[config.mk]
export PLATFORM = sky130hd
export DESIGN_NAME = csp_ctrl
export DESIGN_NICKNAME = d
export VERILOG_FILES = /design/src/core/csp_pkg.sv /design/src/core/csp_ctrl.sv
export VERILOG_INCLUDE_DIRS = /design/src /design/src/core
export SDC_FILE = /design/constraint.sdc
export NUM_CORES = 1
export LEC_CHECK = 0
export BUFFER_PORTS_ARGS = -buffer_cell sky130_fd_sc_hd__buf_2
export CORE_MARGIN = 2
export CORE_UTILIZATION = 55
export DETAILED_ROUTE_END_ITERATION = 12
export PLACE_DENSITY = 0.75
export REMOVE_ABC_BUFFERS = 1
export SYNTH_ARGS = -nofsm -noshare
export SYNTH_HDL_FRONTEND = slang
export SYNTH_SLANG_ARGS = --single-unit
[constraint.sdc]
create_clock -name clk_i -period 2.6 [get_ports clk_i]
set_input_delay 0.39 -clock clk_i [delete_from_list [all_inputs] [get_ports clk_i]]
set_output_delay 0.39 -clock clk_i [all_outputs]
set_load 0.01 [all_outputs]
[src/core/csp_defs.svh]
// Purpose: Constants for the configuration array and preload controller.
// Assumes: A small cell array and ten macrocell registers.
// Notes:   An erased cell reads as one.
`ifndef CSP_DEFS_SVH
`define CSP_DEFS_SVH
`define CSP_ADDR_W      4
`define CSP_DATA_W      8
`define CSP_DEPTH       16
`define CSP_MC_N        10
`define CSP_ERASED_WORD 8'hff
`define CSP_MC_RESET    10'h000
`define CSP_SEC_ERASED  1'b0
`define CSP_SEL_BIT     0
`endif

[src/core/csp_pkg.sv]
// Purpose: Types for the configuration array and preload controller.
// Assumes: The defines header is present.
// Notes:   Commands come in as one packed request.
`include "csp_defs.svh"
package csp_pkg;
	typedef enum logic [2:0] {
		CSP_CMD_NONE,
		CSP_CMD_READ,
		CSP_CMD_PROG,
		CSP_CMD_SECURE,
		CSP_CMD_ERASE,
		CSP_CMD_PRELOAD
	} csp_cmd_t;
	typedef struct packed {
		csp_cmd_t                 cmd;
		logic [`CSP_ADDR_W-1:0]   addr;
		logic [`CSP_DATA_W-1:0]   data;
	} csp_req_t;
endpackage

[src/core/csp_ctrl.sv]
// Purpose: Configuration array access, security bit and register preload.
// Assumes: Programmer requests are synchronous to clk_i, one cycle each.
// Notes:   Preload values arrive as levels from the output pins.
//
// Function
// - Preload loads chosen state when unsecured.
// - Illegal preloaded states accepted, then clock normally.
// - Secured readback returns erased value always.
// - Secured device ignores preload attempts.
// - Security clears only with full erase or reset.
// - Programming erases old pattern first.
// - Erased cell selects one path, programmed zero.
// - Macrocell registers reset to low.
`timescale 1ns/1ns
`include "csp_defs.svh"
module csp_ctrl
	import csp_pkg::*;
(
	// Clock and reset
	input  wire logic                    clk_i,
	input  wire logic                    arst_n_i,
	// Programmer requests
	input  wire csp_req_t                req_i,
	output logic [`CSP_DATA_W-1:0]       rd_data_o,
	output logic                         rd_valid_o,
	output logic                         busy_o,
	output logic                         secured_o,
	// Pins and register array
	input  wire logic [`CSP_MC_N-1:0]    pin_i,
	input  wire logic [`CSP_MC_N-1:0]    next_state_i,
	output logic [`CSP_MC_N-1:0]         mc_q_o,
	output logic [`CSP_DEPTH-1:0]        mux_sel_o
);

	typedef enum logic {ST_IDLE, ST_ERASE} csp_state_t;

	////////////////////////////////////////////////////////////////////////////////
	logic [`CSP_DATA_W-1:0] cell_r [`CSP_DEPTH];
	logic                   sec_r;
	csp_state_t             state_r;
	logic [`CSP_ADDR_W-1:0] ptr_r;
	logic [`CSP_DATA_W-1:0] pend_data_r;
	logic [`CSP_ADDR_W-1:0] pend_addr_r;
	logic                   pend_r;
	logic [`CSP_MC_N-1:0]   pin_s1_r;
	logic [`CSP_MC_N-1:0]   pin_s2_r;
	logic                   idle;
	logic                   wipe;

	assign idle = (state_r == ST_IDLE);
	assign busy_o = !idle;
	assign secured_o = sec_r;
	// Whole-array wipe and reset are the only paths that may clear the security bit.
	assign wipe = idle && (req_i.cmd == CSP_CMD_ERASE || req_i.cmd == CSP_CMD_PROG);

	////////////////////////////////////////////////////////////////////////////////
	// Erase walks the array one word a cycle; a pending program word lands on the last step.
	always_ff @(posedge clk_i or negedge arst_n_i) begin
		if (!arst_n_i) begin
			state_r     <= ST_IDLE;
			ptr_r       <= '0;
			pend_r      <= 1'b0;
			pend_addr_r <= '0;
			pend_data_r <= '0;
		end else if (idle) begin
			if (wipe) begin
				state_r     <= ST_ERASE;
				ptr_r       <= '0;
				pend_r      <= (req_i.cmd == CSP_CMD_PROG);
				pend_addr_r <= req_i.addr;
				pend_data_r <= req_i.data;
			end
		end else if (ptr_r == `CSP_ADDR_W'(`CSP_DEPTH-1)) begin
			state_r <= ST_IDLE;
			pend_r  <= 1'b0;
		end else begin
			ptr_r <= ptr_r + `CSP_ADDR_W'(1);
		end
	end

	generate
		for (genvar i = 0; i < `CSP_DEPTH; i++) begin : g_cell
			always_ff @(posedge clk_i or negedge arst_n_i) begin
				if (!arst_n_i) begin
					cell_r[i] <= `CSP_ERASED_WORD;
				end else if (!idle && ptr_r == `CSP_ADDR_W'(`CSP_DEPTH-1) && pend_r
						&& pend_addr_r == `CSP_ADDR_W'(i)) begin
					// The pending word wins over the last wipe step, so the top cell can be programmed.
					cell_r[i] <= pend_data_r;
				end else if (!idle && ptr_r == `CSP_ADDR_W'(i)) begin
					cell_r[i] <= `CSP_ERASED_WORD;
				end
			end
			// Erased cell pulls its control high; programmed cell ties it low.
			assign mux_sel_o[i] = cell_r[i][`CSP_SEL_BIT];
		end
	endgenerate

	////////////////////////////////////////////////////////////////////////////////
	// Security bit: set by its own command, cleared only by the whole wipe or by reset.
	always_ff @(posedge clk_i or negedge arst_n_i) begin
		if (!arst_n_i) begin
			sec_r <= `CSP_SEC_ERASED;
		end else if (wipe) begin
			sec_r <= `CSP_SEC_ERASED;
		end else if (idle && req_i.cmd == CSP_CMD_SECURE) begin
			sec_r <= 1'b1;
		end
	end

	////////////////////////////////////////////////////////////////////////////////
	always_ff @(posedge clk_i or negedge arst_n_i) begin
		if (!arst_n_i) begin
			rd_data_o  <= '0;
			rd_valid_o <= 1'b0;
		end else begin
			rd_valid_o <= idle && req_i.cmd == CSP_CMD_READ;
			if (idle && req_i.cmd == CSP_CMD_READ) begin
				rd_data_o <= sec_r ? `CSP_ERASED_WORD : cell_r[req_i.addr];
			end
		end
	end

	////////////////////////////////////////////////////////////////////////////////
	// Pin levels are asynchronous to clk_i, so they are synchronised first.
	always_ff @(posedge clk_i or negedge arst_n_i) begin
		if (!arst_n_i) begin
			pin_s1_r <= '0;
			pin_s2_r <= '0;
		end else begin
			pin_s1_r <= pin_i;
			pin_s2_r <= pin_s1_r;
		end
	end

	// No legality check: any state loads, and the next edge clocks it onward.
	always_ff @(posedge clk_i or negedge arst_n_i) begin
		if (!arst_n_i) begin
			mc_q_o <= `CSP_MC_RESET;
		end else if (idle && req_i.cmd == CSP_CMD_PRELOAD && !sec_r) begin
			mc_q_o <= pin_s2_r;
		end else if (idle && req_i.cmd == CSP_CMD_PRELOAD) begin
			mc_q_o <= mc_q_o;
		end else begin
			mc_q_o <= next_state_i;
		end
	end

endmodule

== Word-level counts from Yosys, hierarchy flattened ==
Cells that the tools add are included.
Widths: inputs -> output; s select.

* Bitwise gates (word level): 2
* Add/subtract/negate cells: 1
* Muxes and demuxes: 49
* Order comparisons: 1
* Eq/ne operators: 38
* Reductions and logical operators: 63

{| class="wikitable"
|+ Operator list
! cell !! number
|-
| $mux 8 || 35
|-
| $eq 4x4->1 const B || 16
|-
| $logic_and 1x1->1 || 38
|-
| $reduce_bool 2->1 || 18
|-
| $bmux 8 s4 || 1
|-
| $eq 4x3->1 const B || 8
|-
| $mux 10 || 2
|-
| $eq 4x2->1 const B || 4
|-
| $mux 4 || 3
|-
| $eq 4x1->1 const B || 2
|-
| $logic_not 4->1 || 2
|-
| $mux 1 || 8
|-
| $eq 3x2->1 const B || 2
|-
| $eq 3x3->1 const B || 2
|-
| $reduce_and 2->1 || 3
|-
| $ge 5x5->1 const B || 1
|-
| $not 4->5 || 1
|-
| $add 4x1->4 const B || 1
|-
| $ne 2x1->1 const B || 2
|-
| $eq 3x1->1 const B || 1
|-
| $ne 2x2->1 const B || 1
|-
| $logic_not 1->1 || 1
|-
| $logic_or 1x1->1 || 1
|-
| $not 1->1 || 1
|}

* Bits in registers: 186
* Input bits: 37
* Logic and storage cells: 181
* Output and inout port bits: 37

== Logic depth before layout (Yosys ltp) ==
* Word-level depth: 5
* Gate-level depth with buffers: 8
* Depth with buffers taken out: 5

== Worst setup path before layout ==
OpenSTA, ideal clock, no wires.

* Kind: register to register
* Start: register ptr_r[0]
* End: register cell_r[65] (netlist name)
* Library setup time: 0.082 ns
* Stages on the path, launching flop included: 8
* Setup slack: 0.683 ns
* Path buffers: 2
* Data arrival time: 1.835 ns
* Cell sequence: dfrtp_1 > ha_1 > and4_1 > buf_4 > nand4_1 > buf_2 > nor2_2 > mux2_2

* Word-level cells in the longest chain between the ends: 5

{| class="wikitable"
|+ RTL lines
! item !! RTL line !! source
|-
| from (decl) || csp_ctrl.sv:41 || <nowiki>logic [`CSP_ADDR_W-1:0] ptr_r;</nowiki>
|-
| from (signal assigned) || csp_ctrl.sv:77 || <nowiki>ptr_r <= ptr_r + `CSP_ADDR_W'(1);</nowiki>
|-
| $eq 4x4->1 || csp_ctrl.sv:86 || <nowiki>end else if (!idle && ptr_r == `CSP_ADDR_W'(`CSP_DEPTH-1) && pend_r</nowiki>
|-
| $logic_and 1x1->1 (3 in series) || csp_ctrl.sv:86 ||
|-
| $mux 8 or $reduce_bool 2->1 (tied branches) || -- ||
|-
| to (signal, indexed assignment) || csp_ctrl.sv:85 || <nowiki>cell_r[i] <= `CSP_ERASED_WORD;</nowiki>
|-
| to (signal, indexed assignment) || csp_ctrl.sv:89 || <nowiki>cell_r[i] <= pend_data_r;</nowiki>
|-
| to (signal, indexed assignment) || csp_ctrl.sv:91 || <nowiki>cell_r[i] <= `CSP_ERASED_WORD;</nowiki>
|-
| to (decl) || csp_ctrl.sv:38 || <nowiki>logic [`CSP_DATA_W-1:0] cell_r [`CSP_DEPTH];</nowiki>
|}

Parallel ways exist; a longest one is shown, timed or not.
A chain may end at the register's enable or synchronous reset.

== Worst setup path after layout ==
* Start: register ptr_r[3]
* End: register cell_r[44] (netlist name)

The elaborated chain is that of the path after synthesis.

==> metrics.txt <==
netlist area before placement=9102 µm²; overall die width=132.6 µm; clock sink count=186; highest clock frequency the design can meet=423.2 MHz; number of H-tree levels=4; worst setup slack after placement=0.3285 ns; share of total power consumed by net switching=34.24%; Resize count post-CTS=0; class of the most critical hold timing path=in2async; initial antenna violation count=0; most frequent cell after synthesis=sky130_fd_sc_hd__dfstp_2; cell type contributing the most total cell area after synthesis=sky130_fd_sc_hd__dfstp_2; hold_ws=-0.02408 ns; leading post-synthesis cells by cell area=sky130_fd_sc_hd__dfstp_2, sky130_fd_sc_hd__dfrtp_1, sky130_fd_sc_hd__a21oi_1; post-synthesis instance total=834; fillcell total=1267; first-pass detailed-route iteration total=7; setup violation total in the final timing report=0; die outline height=132.6 µm; TritonCTS clock tree=yes; area of the core=16410 µm²; share of synthesized area occupied by flip-flops and latches=52.89%; final critical-path share of the clock period=90.87%; count of hold-fix buffers inserted at cts=0; area of all sequential standard cells=4815 µm²; Switching Power=0.004028 W; Max-cap violations=0; top cells by instance count after synthesis=sky130_fd_sc_hd__dfstp_2, sky130_fd_sc_hd__nor2_1, sky130_fd_sc_hd__a21oi_1, sky130_fd_sc_hd__nor3_1, sky130_fd_sc_hd__dfrtp_1; Critical Path, Cell by Cell=nand4_2 -> or4b_1 -> or2_0 -> a21oi_1; Clock Path Buffers=2; outcome=finished, violations left; post-layout minimum cycle time=2.363 ns; # nets final=903; drc violations=0; start of the worst register-to-register path=ptr_r[3]; largest fanout of any net on the critical path=19; crit path setup slack, layout=0.2373 ns; sum of internal, switching and leakage power=0.01177 W; element type at the critical path end=register; logic gate share of total power=27.5%; slew margin rel.=35.58%; row count=47; initial standard-cell utilization of the core=55.48%; Port Buffers=73; share of the synthesized area in the top cell type=36.95%; setup slack on the worst flop-to-flop path=0.24 ns; kind of start point of the critical path=register; Clk Latency, worst-skew pair=0.43 ns; static power due to leakage=3.948 nW; count of vias placed by the detailed router=6610; average footprint of a synthesized cell=10.91 µm²; largest net degree at the start of global routing=78; total inserted antenna cells=0; peak supply drop=0.5865 mV; area occupied by multi-input gates=3831 µm²; number of buffers inserted during clock tree synthesis=17; GRT Resource Usage Total=26.61%; violated checks=negative hold slack; proportion of register bits with asynchronous set or reset after synthesis=100.0%; register bit count reported by yosys=186; number of warnings reported in the yosys synthesis log=0; wire length of the first global-routing pass=36230 µm; layout-stage area growth over the synthesis result=11.75%; relative contribution of sequential cells to total power=49.4%; root buf cell=sky130_fd_sc_hd__clkbuf_16; DRC marker count from the first detailed-route iteration=635; detailed-route vias per instance=6.037; Setup Total Neg Slack=0 ns; worst reg2reg path depth=4; per-cell routed wire length=20.49 µm; ys flop type=sky130_fd_sc_hd__dfstp_2; classification of the worst setup path=reg2reg; Pins Over Slew Limit=0; EDFF count, synth=0; gate family responsible for the most delay along the worst path=simple AND/OR/NAND/NOR gates; DRT antenna net count=0; Internal Power=0.007738 W; data required time at the worst endpoint=2.96 ns; count of cell types in the netlist=53; pwr/cell area=1157 nW/µm²; IO Count=74; Worst Path Arrival=2.72 ns; gpl congestion=0.9061; end of the worst register-to-register path=cell_r[44]; Final Routed Wirelength=22440 µm; number of endpoints with negative hold slack in the final report=5; actual transition at the worst max-transition pin=0.9662 ns; Buffers & Inverters on Critical Path=0; Total Die Area=17590 µm²; buffers inserted by post-CTS timing repair=0; clock transition time at the flip-flop clock pins of the worst setup and hold paths=0.07 ns; residual overflow from global routing=0; CP max stage cell=sky130_fd_sc_hd__or4b_1; vias in the first global route=6533; Crit path largest cell delay=0.72 ns; setup repair after global routing missed its margin=no; portion of total power attributed to the clock network=23.2%; share of post-route cells with drive strength above 1=38.51%; final worst clock skew=0.009376 ns; HPWL reported at the end of detailed placement=15290 µm
-- flip-flops by register name, summed over array words and instances (netlist names), 4 cells and up --
name and cells:
rd_data_o 8, cell_r 112, pin_s1_r 10, ptr_r 4
mux_sel_o 16, pend_data_r 8, pend_addr_r 4, pin_s2_r 10
mc_q_o 10
-- stage by stage --
step | instance area, µm² | util (%) | cells
final | 10170 | 62.00 | 1095
after global routing | 10170 | 62.00 | 1095
after CTS | 10170 | 62.00 | 1095
after detailed placement | 9545 | 58.18 | 1063
after global placement | 9545 | 58.18 | 1063
after floorplan | 8656 | - | 740
-- layer usage --
layer	wire length [µm]	global-route usage [%]	part of all wire [%]
met3	1711	7.241	7.6
met4	772	11.23	3.4
met5	0	0	0
met2	10540	40.56	47
met1	9411	36.20	42
-- worst max path at each step --
stage	start	end	slack, ns	depth (start not counted)
2_1_floorplan	busy_o	cell_r[73]	0.09	4
3_3_place_gp	ptr_r[3]	cell_r[46]	0.36	4
3_5_place_dp	ptr_r[3]	cell_r[44]	0.33	4
4_1_cts	ptr_r[3]	cell_r[44]	0.29	4
5_1_grt	ptr_r[3]	cell_r[44]	0.11	4
6_report	ptr_r[3]	cell_r[44]	0.24	4
-- power by group through the flow --
stage                     clock network [W]  logic, W  registers, W
after floorplan                           0   0.00209       0.00540
after detailed placement                  0   0.00320       0.00578
after CTS                           0.00277   0.00323       0.00577
final                               0.00272   0.00324       0.00581
after global placement                    0   0.00310       0.00574
after global routing                0.00287   0.00354       0.00595
-- logic make-up after synthesis --
| logic type | Yosys count | share of synthesized area (%) |
|---|---|---|
| compound gates | 154 | 10.25 |
| xor+xnor | 1 | 0.09624 |
| fa+ha+maj | 4 | 0.5499 |
| buf+inv | 98 | 5.072 |
| flops | 186 | 52.89 |
| mux | 103 | 14.25 |
| simple gates | 288 | 16.88 |
-- area by class of cell --
cell class | count | share of cell area (%)
Sequential cell | 186 | 47.33
Clock buffer | 20 | 4.588
Clock inverter | 12 | 1.574
Inverter | 4 | 0.1476
Tap cell | 220 | 2.706
Timing Repair Buffer | 103 | 5.990
Multi-Input combinational cell | 550 | 37.66
-- layout by cell type (no fill, tap or decap), types with 8 or more instances in the layout --
master	instances
sky130_fd_sc_hd__clkbuf_16	17
sky130_fd_sc_hd__or2_2	8
sky130_fd_sc_hd__nor3_1	82
sky130_fd_sc_hd__o31a_1	8
sky130_fd_sc_hd__mux4_2	16
sky130_fd_sc_hd__a31oi_1	9
sky130_fd_sc_hd__mux2_2	37
sky130_fd_sc_hd__nand2_1	8
sky130_fd_sc_hd__nor2_1	95
sky130_fd_sc_hd__dfstp_2	128
sky130_fd_sc_hd__o21a_1	8
sky130_fd_sc_hd__dfrtp_1	58
sky130_fd_sc_hd__or3_1	11
sky130_fd_sc_hd__mux2_1	16
sky130_fd_sc_hd__mux2i_1	34
sky130_fd_sc_hd__buf_2	72
sky130_fd_sc_hd__a21oi_1	92
sky130_fd_sc_hd__buf_4	29
sky130_fd_sc_hd__nand2b_1	42
sky130_fd_sc_hd__a22oi_1	15
sky130_fd_sc_hd__o211ai_1	8
sky130_fd_sc_hd__o22a_1	8
-- worst register-to-register path, stage by stage (launching register included) --
cell,delay (ns)
sky130_fd_sc_hd__dfrtp_1,0.64
sky130_fd_sc_hd__nand4_2,0.23
sky130_fd_sc_hd__or4b_1,0.72
sky130_fd_sc_hd__or2_0,0.47
sky130_fd_sc_hd__a21oi_1,0.23
(Power assumes the default switching activity.)
